[config.mk]
export PLATFORM = sky130hd
export DESIGN_NAME = vsd_decode
export DESIGN_NICKNAME = d
export VERILOG_FILES = /design/src/include/vsd_pkg.sv /design/src/include/vsd_sync_if.sv /design/src/core/vsd_sync.sv /design/src/core/vsd_decode.sv
export SDC_FILE = /design/constraint.sdc
export NUM_CORES = 1
export LEC_CHECK = 0
export BUFFER_PORTS_ARGS = -buffer_cell sky130_fd_sc_hd__buf_2
export CAP_MARGIN = 20
export CORE_ASPECT_RATIO = 0.6
export CORE_MARGIN = 2
export CORE_UTILIZATION = 40
export CTS_CLUSTER_DIAMETER = 60
export CTS_CLUSTER_SIZE = 20
export DETAILED_ROUTE_END_ITERATION = 16
export GPL_ROUTABILITY_DRIVEN = 0
export PLACE_DENSITY = 0.74
export SYNTH_ARGS = -nofsm -noshare
export SYNTH_HDL_FRONTEND = slang
export SYNTH_SLANG_ARGS = --single-unit
[constraint.sdc]
create_clock -name clk -period 3.3 [get_ports clk]
set_clock_uncertainty 0.05 [all_clocks]
set_input_delay 0.33 -clock clk [delete_from_list [all_inputs] [get_ports clk]]
set_output_delay 0.33 -clock clk [all_outputs]
set_load 0.01 [all_outputs]
[src/include/vsd_pkg.sv]
/*
  Constants for the bus slave address decoder: address modifier codes,
  base address layout, reset values.
  Assumes a bus front end that presents address, modifier and strobe levels.
*/
package vsd_pkg;
  // Address modifier codes, 24-bit space
  localparam logic [5:0] AM_A24_SUP_BLT = 6'h3F;
  localparam logic [5:0] AM_A24_SUP_DATA = 6'h3D;
  localparam logic [5:0] AM_A24_SUP_MBLT = 6'h3C;
  localparam logic [5:0] AM_A24_USR_BLT = 6'h3B;
  localparam logic [5:0] AM_A24_USR_DATA = 6'h39;
  localparam logic [5:0] AM_A24_USR_MBLT = 6'h38;
  // Configuration space
  localparam logic [5:0] AM_CR_CSR = 6'h2F;
  // Address modifier codes, 32-bit space
  localparam logic [5:0] AM_A32_SUP_BLT = 6'h0F;
  localparam logic [5:0] AM_A32_SUP_DATA = 6'h0D;
  localparam logic [5:0] AM_A32_SUP_MBLT = 6'h0C;
  localparam logic [5:0] AM_A32_USR_BLT = 6'h0B;
  localparam logic [5:0] AM_A32_USR_DATA = 6'h09;
  localparam logic [5:0] AM_A32_USR_MBLT = 6'h08;
  // Reset values; multicast middle byte compare value
  localparam logic [7:0] MCST_BYTE_RESET = 8'hAA;
  localparam logic [7:0] BASE_HIGH_RESET = 8'h00;
  localparam logic [7:0] BASE_LOW_RESET = 8'h00;
  localparam logic ADDR_SRC_RESET = 1'b0;
  localparam logic [7:0] MCST_MID_BYTE = 8'h00;
  // Input synchroniser depth
  localparam int SYNC_STAGES = 3;
  // Decoded cycle kind
  typedef enum logic [2:0] {
    VSD_KIND_NONE, VSD_KIND_SINGLE, VSD_KIND_BLT, VSD_KIND_MBLT, VSD_KIND_CSR
  } vsd_kind_t;
  // Address space
  typedef enum logic [1:0] {VSD_SP_NONE, VSD_SP_A24, VSD_SP_A32, VSD_SP_CSR} vsd_space_t;
endpackage

[src/include/vsd_sync_if.sv]
/*
  Carrier between the decoder and its pin synchroniser.
  Assumes one clock domain; raw pins in, clean levels out.
*/
`timescale 1ns/1ns
interface vsd_sync_if;
  logic as_raw_n;
  logic [5:0] am_raw;
  logic [31:1] addr_raw;
  logic as_n;
  logic as_valid;
  logic [5:0] am;
  logic [31:1] addr;
  modport filt(input as_raw_n, input am_raw, input addr_raw, output as_n, output as_valid, output am,
    output addr);
  modport user(output as_raw_n, output am_raw, output addr_raw, input as_n, input as_valid, input am,
    input addr);
endinterface

[src/core/vsd_sync.sv]
/*
  Three-stage synchroniser for the address strobe, modifier and address.
  Assumes address and modifier are stable while the strobe is asserted.
*/
`timescale 1ns/1ns
module vsd_sync (
  // Clock and reset
  input wire logic clk,
  input wire logic reset_n,
  // Pins in, clean levels out
  vsd_sync_if.filt sif
);
  logic [37:0] s1, s2, s3;
  logic [37:0] next_s1, next_s2, next_s3;
  logic as_n, next_as_n;

  // Shift chain; strobe level only moves when stages two and three agree
  always_comb begin
    next_s1 = {sif.as_raw_n, sif.am_raw, sif.addr_raw};
    next_s2 = s1;
    next_s3 = s2;
    next_as_n = (s2[37] == s3[37]) ? s3[37] : as_n;
  end

  always_ff @(posedge clk) begin
    if (!reset_n) begin
      s1 <= {1'b1, 37'h0};
      s2 <= {1'b1, 37'h0};
      s3 <= {1'b1, 37'h0};
      as_n <= 1'b1;
    end else begin
      s1 <= next_s1;
      s2 <= next_s2;
      s3 <= next_s3;
      as_n <= next_as_n;
    end
  end

  // Address taken from the last stage, a cycle ahead of the strobe settling
  assign sif.as_n = as_n;
  assign sif.as_valid = !as_n && !s3[37];
  assign sif.am = s3[36:31];
  assign sif.addr = s3[30:0];
endmodule

[src/core/vsd_decode.sv]
/*
  Bus slave address decoder: classifies each cycle by address modifier and
  compares upper address bits with the selected base or the multicast byte.
  Assumes a front end that drives the acknowledge from the select output and
  programs base, source and multicast byte through plain inputs.
*/
// Function
// - Take 24-bit single cycles on modifier 3D or 39.
// - Take 24-bit block transfers on modifier 3F or 3B.
// - Take 24-bit 64-bit block transfers on modifier 3C or 38.
// - Answer configuration ROM and control space cycles on modifier 2F.
// - Take 32-bit single cycles on modifier 0D or 09.
// - Take 32-bit block transfers on modifier 0F or 0B.
// - Take 32-bit 64-bit block transfers on modifier 0C or 08.
// - Base address set in 64 KiB steps in both address spaces.
// - Source bit clear, the reset default, selects rotary switch base.
// - Source bit set selects the two programmable base bytes.
// - High byte gives address 31..24, low byte address 23..16.
// - Register accesses use 16-bit or 32-bit data only.
// - Readout by single, block and 64-bit block cycles.
// - Interrupter on seven levels, released by a register access.
// - Selection by 24-bit, 32-bit, geographical or multicast addressing.
// - Multicast matches shared byte on 31..24, zero on 23..16.
`timescale 1ns/1ns
module vsd_decode (
  // Clock and reset
  input wire logic clk,
  input wire logic reset_n,
  // Bus address phase pins
  input wire logic as_pin_n,
  input wire logic [5:0] am_pin,
  input wire logic [31:1] addr_pin,
  input wire logic lword_n,
  input wire logic ds0_n,
  input wire logic ds1_n,
  // Base address sources
  input wire logic [7:0] rotary_high,
  input wire logic [7:0] rotary_low,
  input wire logic base_src_wr,
  input wire logic base_src_in,
  input wire logic base_wr,
  input wire logic [7:0] base_high_in,
  input wire logic [7:0] base_low_in,
  input wire logic mcst_wr,
  input wire logic [7:0] mcst_byte_in,
  input wire logic [4:0] geo_addr,
  // Interrupter
  input wire logic irq_event,
  input wire logic [2:0] irq_level,
  // Decode results
  output logic select,
  output logic mcst_select,
  output logic csr_select,
  output vsd_pkg::vsd_kind_t cycle_kind,
  output logic is_a32,
  output logic [15:0] offset,
  output logic reg_width_ok,
  output logic readout_ok,
  output logic [6:0] irq_n,
  output logic base_src,
  output logic [7:0] base_high,
  output logic [7:0] base_low,
  output logic [7:0] mcst_byte
);
  vsd_sync_if sif();

  logic select_d, mcst_d, csr_d, a32_d, width_d, readout_d, src_d;
  logic [15:0] offset_d;
  logic [6:0] irq_n_d;
  logic [7:0] high_d, low_d, mcst_byte_d;
  vsd_pkg::vsd_kind_t kind_d;
  logic next_select, next_mcst, next_csr, next_a32, next_width, next_readout, next_src;
  logic [15:0] next_offset;
  logic [6:0] next_irq_n;
  logic [7:0] next_high, next_low, next_mcst_byte;
  vsd_pkg::vsd_kind_t next_kind;
  vsd_pkg::vsd_space_t sp;
  vsd_pkg::vsd_kind_t kd;
  logic [7:0] sel_high, sel_low;
  logic [1:0] ds_s1, ds_s2, ds_s3;
  logic [1:0] next_ds_s1, next_ds_s2, next_ds_s3;

  assign sif.as_raw_n = as_pin_n;
  assign sif.am_raw = am_pin;
  assign sif.addr_raw = addr_pin;

  vsd_sync u_sync (
    .clk(clk),
    .reset_n(reset_n),
    .sif(sif)
  );

  // Data strobe pins through three stages, like the address path
  always_comb begin
    next_ds_s1 = {ds1_n, ds0_n};
    next_ds_s2 = ds_s1;
    next_ds_s3 = ds_s2;
  end

  always_ff @(posedge clk) begin
    if (!reset_n) begin
      ds_s1 <= 2'h3;
      ds_s2 <= 2'h3;
      ds_s3 <= 2'h3;
    end else begin
      ds_s1 <= next_ds_s1;
      ds_s2 <= next_ds_s2;
      ds_s3 <= next_ds_s3;
    end
  end

  // Modifier to space
  function automatic vsd_pkg::vsd_space_t am_space(input logic [5:0] am);
    case (am)
      vsd_pkg::AM_A24_SUP_DATA, vsd_pkg::AM_A24_USR_DATA,
      vsd_pkg::AM_A24_SUP_BLT, vsd_pkg::AM_A24_USR_BLT,
      vsd_pkg::AM_A24_SUP_MBLT, vsd_pkg::AM_A24_USR_MBLT: am_space = vsd_pkg::VSD_SP_A24;
      vsd_pkg::AM_A32_SUP_DATA, vsd_pkg::AM_A32_USR_DATA,
      vsd_pkg::AM_A32_SUP_BLT, vsd_pkg::AM_A32_USR_BLT,
      vsd_pkg::AM_A32_SUP_MBLT, vsd_pkg::AM_A32_USR_MBLT: am_space = vsd_pkg::VSD_SP_A32;
      vsd_pkg::AM_CR_CSR: am_space = vsd_pkg::VSD_SP_CSR;
      default: am_space = vsd_pkg::VSD_SP_NONE;
    endcase
  endfunction

  // Modifier to transfer kind
  function automatic vsd_pkg::vsd_kind_t am_kind(input logic [5:0] am);
    case (am)
      vsd_pkg::AM_A24_SUP_DATA, vsd_pkg::AM_A24_USR_DATA,
      vsd_pkg::AM_A32_SUP_DATA, vsd_pkg::AM_A32_USR_DATA: am_kind = vsd_pkg::VSD_KIND_SINGLE;
      vsd_pkg::AM_A24_SUP_BLT, vsd_pkg::AM_A24_USR_BLT,
      vsd_pkg::AM_A32_SUP_BLT, vsd_pkg::AM_A32_USR_BLT: am_kind = vsd_pkg::VSD_KIND_BLT;
      vsd_pkg::AM_A24_SUP_MBLT, vsd_pkg::AM_A24_USR_MBLT,
      vsd_pkg::AM_A32_SUP_MBLT, vsd_pkg::AM_A32_USR_MBLT: am_kind = vsd_pkg::VSD_KIND_MBLT;
      vsd_pkg::AM_CR_CSR: am_kind = vsd_pkg::VSD_KIND_CSR;
      default: am_kind = vsd_pkg::VSD_KIND_NONE;
    endcase
  endfunction

  // Programmable state: source bit, base bytes, multicast byte
  always_comb begin
    next_src = src_d;
    next_high = high_d;
    next_low = low_d;
    next_mcst_byte = mcst_byte_d;
    if (base_src_wr) begin
      next_src = base_src_in;
    end
    if (base_wr) begin
      next_high = base_high_in;
      next_low = base_low_in;
    end
    if (mcst_wr) begin
      next_mcst_byte = mcst_byte_in;
    end
  end

  // Base selection; switches by default, registers when source bit is set
  always_comb begin
    sel_high = rotary_high;
    sel_low = rotary_low;
    if (src_d) begin
      sel_high = high_d;
      sel_low = low_d;
    end
  end

  // Address decode, evaluated every cycle the strobe is low
  always_comb begin
    sp = am_space(sif.am);
    kd = am_kind(sif.am);
    next_select = 1'b0;
    next_mcst = 1'b0;
    next_csr = 1'b0;
    next_a32 = (sp == vsd_pkg::VSD_SP_A32);
    next_kind = vsd_pkg::VSD_KIND_NONE;
    next_offset = {sif.addr[15:1], 1'b0};
    // width check
    // Width only moves once stages two and three agree
    next_width = (ds_s2 == ds_s3) ? (ds_s3 == 2'h0) : width_d;
    next_readout = (kd != vsd_pkg::VSD_KIND_NONE) && (kd != vsd_pkg::VSD_KIND_CSR);
    if (sif.as_valid) begin
      case (sp)
        vsd_pkg::VSD_SP_A24: next_select = (sif.addr[23:16] == sel_low);
        vsd_pkg::VSD_SP_A32: begin
          next_select = ({sif.addr[31:24], sif.addr[23:16]} == {sel_high, sel_low});
          next_mcst = (sif.addr[31:24] == mcst_byte_d) && (sif.addr[23:16] == vsd_pkg::MCST_MID_BYTE)
            && (kd != vsd_pkg::VSD_KIND_MBLT);
        end
        vsd_pkg::VSD_SP_CSR: next_csr = (sif.addr[23:19] == geo_addr);
        default: next_select = 1'b0;
      endcase
      if (next_select || next_mcst || next_csr) begin
        next_kind = kd;
      end
    end
  end

  // Interrupter: request on chosen level, released on a single-cycle base address access
  always_comb begin
    next_irq_n = irq_n_d;
    if (select_d && cycle_kind == vsd_pkg::VSD_KIND_SINGLE) begin
      next_irq_n = 7'h7F;
    end
    // New request wins in the release cycle, but a standing access releases it again at the next edge
    if (irq_event && irq_level != 3'h0) begin
      next_irq_n = 7'h7F & ~(7'h01 << (irq_level - 3'h1));
    end
  end

  always_ff @(posedge clk) begin
    if (!reset_n) begin
      src_d <= vsd_pkg::ADDR_SRC_RESET;
      high_d <= vsd_pkg::BASE_HIGH_RESET;
      low_d <= vsd_pkg::BASE_LOW_RESET;
      mcst_byte_d <= vsd_pkg::MCST_BYTE_RESET;
      select_d <= 1'b0;
      mcst_d <= 1'b0;
      csr_d <= 1'b0;
      a32_d <= 1'b0;
      kind_d <= vsd_pkg::VSD_KIND_NONE;
      offset_d <= 16'h0000;
      width_d <= 1'b0;
      readout_d <= 1'b0;
      irq_n_d <= 7'h7F;
    end else begin
      src_d <= next_src;
      high_d <= next_high;
      low_d <= next_low;
      mcst_byte_d <= next_mcst_byte;
      select_d <= next_select;
      mcst_d <= next_mcst;
      csr_d <= next_csr;
      a32_d <= next_a32;
      kind_d <= next_kind;
      offset_d <= next_offset;
      width_d <= next_width;
      readout_d <= next_readout;
      irq_n_d <= next_irq_n;
    end
  end

  assign select = select_d;
  assign mcst_select = mcst_d;
  assign csr_select = csr_d;
  assign cycle_kind = kind_d;
  assign is_a32 = a32_d;
  assign offset = offset_d;
  assign reg_width_ok = width_d;
  assign readout_ok = readout_d;
  assign irq_n = irq_n_d;
  assign base_src = src_d;
  assign base_high = high_d;
  assign base_low = low_d;
  assign mcst_byte = mcst_byte_d;
endmodule

== Word-level counts from Yosys, hierarchy flattened ==
Memory sizes are Yosys's and may differ from the RTL's. A register that Yosys moved wholly into a read port is not among the register bits.
Index checks and enable logic that the tools add are counted.
Cells by class
  $add $sub $neg: 1
  bitwise logic cells: 1
  reductions and logical operators: 17
  equal/unequal tests: 12
  $mul: 0
  div/mod/pow operators: 0
  shift operators: 1
  muxes and demuxes: 12
  $lt $le $gt $ge: 0
Operator list (number)
  equality test 16 bit: 1
  equality test 8 bit: 2
  2-to-1 mux 8 bit: 2
  2-to-1 mux 7 bit: 2
  2-to-1 mux 6 bit: 2
  logical NOT 8 bit: 1
  inverter 7 bit: 1
  left shift 1 x 3 -> 7 bit (first input constant): 1
  logical AND 1 bit: 6
  nonzero test 3 bit: 2
  equality test 5 bit: 1
  2-to-1 mux 1 bit: 5
  equality test 2 bit (second input constant): 2
  equality test 3 x 1 -> 1 bit (second input constant): 1
  != test 3 x 2 -> 1 bit (second input constant): 1
  != test 3 bit (second input constant): 1
  AND reduction 3 bit: 1
  subtractor 3 x 1 -> 3 bit (second input constant): 1
  equality test 2 x 1 -> 1 bit (second input constant): 1
  equality test 2 bit: 1
  logical NOT 1 bit: 2
  logical NOT 2 bit: 1
  logical OR 1 bit: 2
  case mux 1 bit (2 select lines): 1
  3 further kinds: 3
Word-level totals
  memories kept: 2
  logic and storage cells: 67
  register bits after elaboration: 178
  bits in writable memories: 0
  latch bits: 0
  bits in read-only memories: 320
Memory list
  (no name shown): words 64, width 3, rd ports 1, clocked after Yosys merged registers in 1, wr ports 0, line vsd_decode.sv:128  | case (am)
  (no name shown): words 64, width 2, rd ports 1, clocked after Yosys merged registers in 1, wr ports 0, line vsd_decode.sv:114  | case (am)

== Depth between registers and ports, before layout ==
  depth after elaboration: 8
  gate-level depth with buffers: 9

== By module ==
Synthesis repeated with hierarchy kept, for this count alone.
Unflattened totals
  cell total of the unflattened synthesis: 552
  area total of the unflattened synthesis: 6188.4 um2
By module, submodules not included
  vsd_sync: cells an instance 282, area an instance 3408.3 um2, times used 1, seq. area each 2302.2 um2
  vsd_decode: cells an instance 270, area an instance 2780.2 um2, times used 1, seq. area each 1241.2 um2

== Least setup slack after synthesis ==
No wires, ideal clock.
  kind: register to register
  start: register src_d, in the netlist base_src
  end: register kind_d[0], in the netlist cycle_kind[0]
  arrival time: 1.464 ns
  data required time: 3.122 ns
  cell stages (with the launch flop): 8
  clock period less this slack: 1.642 ns
  setup slack: 1.658 ns
  path buffers: 2
  path through: dfxtp_1 buf_6 buf_12 mux2i_1 xnor2_1 nor3_1 a41oi_1 o21ai_1
On the way
  cells in the longest elaborated chain, start to end: 7
  elaborated cells on any way between the ends: 9
  classes of those cells: 2 x eq/ne; 4 x mux; 3 x reduce/logical
Ends and longest elaborated chain
  from (decl): line vsd_decode.sv:67  | logic select_d, mcst_d, csr_d, a32_d, width_d, readout_d, src_d;
  from (signal assigned): line vsd_decode.sv:213  | src_d <= vsd_pkg::ADDR_SRC_RESET;
  from (signal assigned): line vsd_decode.sv:227  | src_d <= next_src;
  2-to-1 mux 8 bit: line vsd_decode.sv:162  | if (src_d) begin
  equality test 16 bit or equality test 8 bit (tied branches): line vsd_decode.sv:186, vsd_decode.sv:184
  case mux 1 bit (2 select lines) *: line vsd_decode.sv:183  | case (sp)
  2-to-1 mux 1 bit *: line vsd_decode.sv:182  | if (sif.as_valid) begin
  logical OR 1 bit * (2 in series): line vsd_decode.sv:193  | if (next_select || next_mcst || next_csr) begin
  AND reduction 3 bit (no line) *
  to (signal assigned): line vsd_decode.sv:221  | kind_d <= vsd_pkg::VSD_KIND_NONE;
  to (signal assigned): line vsd_decode.sv:235  | kind_d <= next_kind;
  to (decl): line vsd_decode.sv:71  | vsd_pkg::vsd_kind_t kind_d;
Every way passes the cells marked *; elsewhere a longest branch is shown, timed or not. The select of a mux whose other input is x is not followed.
A chain may end at the register's enable or synchronous reset.

== Worst setup path after layout ==
  start: register src_d, in the netlist base_src
  end: register kind_d[1], in the netlist cycle_kind[1]
The elaborated chain is that of the path after synthesis.

==> impl_metrics.env <==
export IMPL_drv_cap=0
export IMPL_path_buf_inv=0
export IMPL_peakVddDrop_v=0.000350
export IMPL_p_per_area_nw_per_um2=614
export IMPL_htree_levels=4
export IMPL_internal_power_mw=3.49
export IMPL_via_per_inst=4.36
export IMPL_max_freq_ghz=0.427
export IMPL_grt_max_degree=95
export IMPL_cp_slowest_stage_delay_ns=1.00
export IMPL_synth_xor_area_share_pct=4.77
export IMPL_overflow=0
export IMPL_status="finished, final reports clean"
export IMPL_r2r_start="base_src"
export IMPL_p_leak_nw=3.20
export IMPL_min_period_ns=2.34
export IMPL_synth_seq_cells=176
export IMPL_grt_pass1_vias=3768
export IMPL_min_path_type="primary input to flop"
export IMPL_critPathRequiredTime_ns=3.59
export IMPL_cp_slowest_cell="dfxtp_1"
export IMPL_die_area_um2=15600
export IMPL_clkSinkCount=176
export IMPL_cp_end_kind="flop"
export IMPL_portBuffers=150
export IMPL_final_common_cell="dfxtp_1"
export IMPL_setup_viol=0
export IMPL_use_met1_pct=19.8
export IMPL_synthAdderAreaFrac_pct=1.28
export IMPL_finalMaxSlewViolations=0
export IMPL_synthMuxAreaShare_pct=7.02
export IMPL_die_h_um=97.7
export IMPL_synthCells=516
export IMPL_finalWirelength_mm=12.0
export IMPL_syn_area_per_cell_um2=11.3
export IMPL_drc=0
export IMPL_cts_max_path_buffers=2
export IMPL_fillCellCount=1302
export IMPL_ctsResizeCount=0
export IMPL_relSlewSlack_pct=31.8
export IMPL_synth_compound_area_share_pct=2.65
export IMPL_clk_latency_ns=0.41
export IMPL_cp_arrival_ns=2.63
export IMPL_cts_tree="built"
export IMPL_crit_chain="mux2i_1 -> xnor2_2 -> nor4_4 -> nand4_1 -> o21ai_1"
export IMPL_multi_input_area_um2=2180
export IMPL_clk_pin_slew_worst_paths_ns=0.07
export IMPL_tns_ns=0
export IMPL_synth_simple_area_share_pct=21.5
export IMPL_rows=34
export IMPL_nNetsFinal=764
export IMPL_min_to="ds_s1[1]"
export IMPL_ys_types=39
export IMPL_syn_nets=618
export IMPL_fin_crit_sh_pct=70.9
export IMPL_yosysWarnings=0
export IMPL_grt_pass1_wl_mm=18.9
export IMPL_ff_latch_area_um2=3520
export IMPL_grtUsageMet3_pct=8.28
export IMPL_crit_type="flop to flop"
export IMPL_io_pins=153
export IMPL_hold_violations=0
export IMPL_cts_setup_buffers=0
export IMPL_drive_above_1_share_pct=27.9
export IMPL_rsz0062_at_grt="no"
export IMPL_synth_edf_count=0
export IMPL_holdPathStages=2
export IMPL_worst_pin_slew_ns=1.02
export IMPL_grt_total_usage_pct=15.4
export IMPL_worst_r2r_setup_slack_ns=0.96
export IMPL_cts_hold_buf=0
export IMPL_cp_max_fo=18
export IMPL_grtUsageMet2_pct=22.1
export IMPL_synth_top_family_by_area="simple AND/OR/NAND/NOR gates"
export IMPL_dp_hpwl_mm=8.80
export IMPL_switchingPower_mw=1.02
export IMPL_dr_pass1_iters=4
export IMPL_cts_root_buf="clkbuf_16"
export IMPL_antenna_found_initial=12
export IMPL_cts_inserted_buffers=17
export IMPL_seqPwrFrac_pct=49.9
export IMPL_yosysSeqAreaShare_pct=60.2
export IMPL_via_count=3842
export IMPL_antenna_left=0
export IMPL_combPwrFrac_pct=6.2
export IMPL_final_cell_mix="176 x dfxtp_1, 149 x buf_2, 123 x and2_1, 41 x mux2i_1, 24 x xnor2_1"
export IMPL_reg2reg_depth=5
export IMPL_power_mw=4.51
export IMPL_crit_family="flip-flops"
export IMPL_core_area_um2=14400
export IMPL_synth_main_ff_cell="dfxtp_1"
export IMPL_hp_start="ds1_n"
export IMPL_clkPwrFrac_pct=43.9
export IMPL_post_drt_wl_per_cell_um=13.6
export IMPL_worst_r2r_endpoint="cycle_kind[1]"
export IMPL_final_core_util_pct=51.1
export IMPL_start_util_pct=40.7
export IMPL_drtIter0Drc=158
export IMPL_async_flop_share_pct=0
export IMPL_swShare_pct=22.7
export IMPL_syn_to_final_growth_pct=25.6
export IMPL_chipWidth_um=160
export IMPL_cp_start_kind="flop"
export IMPL_grt_busiest_layer="met2"
export IMPL_synth_area_um2=5850
## through the flow
step / worst slack [ns] / instances / hold WS (ns) / area (µm²)
final: 0.959 / 882 / 0.0401 / 7350
after global routing: 0.748 / 878 / 0.0454 / 7340
after CTS: 0.908 / 873 / 0.0249 / 7320
after detailed placement: 0.909 / 841 / 0.346 / 6740
after global placement: 1.00 / 841 / 0.345 / 6740
after floorplan: 1.66 / 516 / 0.336 / 5850
## synth_stat cells (2+ instances only)
master	number	area, µm²
and2_1	123	769
a21oi_1	2	10.0
o21ai_0	6	30.0
buf_2	2	10.0
nor4_1	4	25.0
o22ai_1	7	43.8
xnor2_1	24	210
xor2_1	6	52.6
nand4_1	7	43.8
nor2_1	5	18.8
nand2_1	19	71.3
ha_1	6	75.1
nand2b_1	11	68.8
mux2i_1	41	410
nor3b_2	2	25.0
clkbuf_1	20	75.1
inv_1	5	18.8
o21ai_1	3	15.0
nor3_1	5	25.0
o31ai_1	2	15.0
nor2b_1	22	138
dfxtp_1	176	3520
nand3_1	2	10.0
## per-layer routing
metal	share of wire [%]	vias to the layer above
met4	0.99	6
met5	0.28	-
met3	11	16
met2	40	150
li1	-	1975
met1	47	1695
## final cells by class
type                       instances  share of cell area (%)
sequential                       176                    48.0
multi-input combinational        310                    29.7
timing repair buffer             152                    10.5
clock buffer                      19                    5.89
tap                              198                    3.37
clock inverter                    13                    2.06
antenna                            9                   0.307
inverter                           5                   0.255
## registers in the layout, indices dropped and copies added (netlist names), 2 cells and up
signal and cells:
kd 3, sp 2, cycle_kind 3, base_high 8
base_low 8, ds_s2 2, u_sync.s3 32, mcst_byte 8
offset 15, u_sync.next_s3 38, irq_n 7, ds_s1 2
ds_s3 2, u_sync.next_s2 38
## logic make-up after synthesis
group                    Yosys count
XOR/XNOR                          31
AND/OR/NAND/NOR                  206
flip-flops                       176
other                              1
AO/OA/AOI/OAI                     25
multiplexers                      41
adder cells (fa/ha/maj)            6
buffers and inverters             30
## how the worst max path moves through the flow
stage | start | cells after the start | endpoint | slack (ns)
3_3_place_gp | base_src | 5 | cycle_kind[2] | 1.00
3_5_place_dp | base_src | 5 | cycle_kind[1] | 0.91
6_report | base_src | 5 | cycle_kind[1] | 0.96
5_1_grt | base_src | 5 | cycle_kind[1] | 0.75
4_1_cts | base_src | 5 | cycle_kind[1] | 0.91
2_1_floorplan | base_src | 7 | cycle_kind[0] | 1.66
## power groups by stage
stage	logic [mW]	registers, mW	clock network (mW)
2_1_floorplan	0.171	2.29	0
3_3_place_gp	0.272	2.29	0
3_5_place_dp	0.283	2.30	0
4_1_cts	0.284	2.25	2.03
5_1_grt	0.310	2.26	2.13
6_report	0.280	2.25	1.98
(Power assumes the default switching activity.)
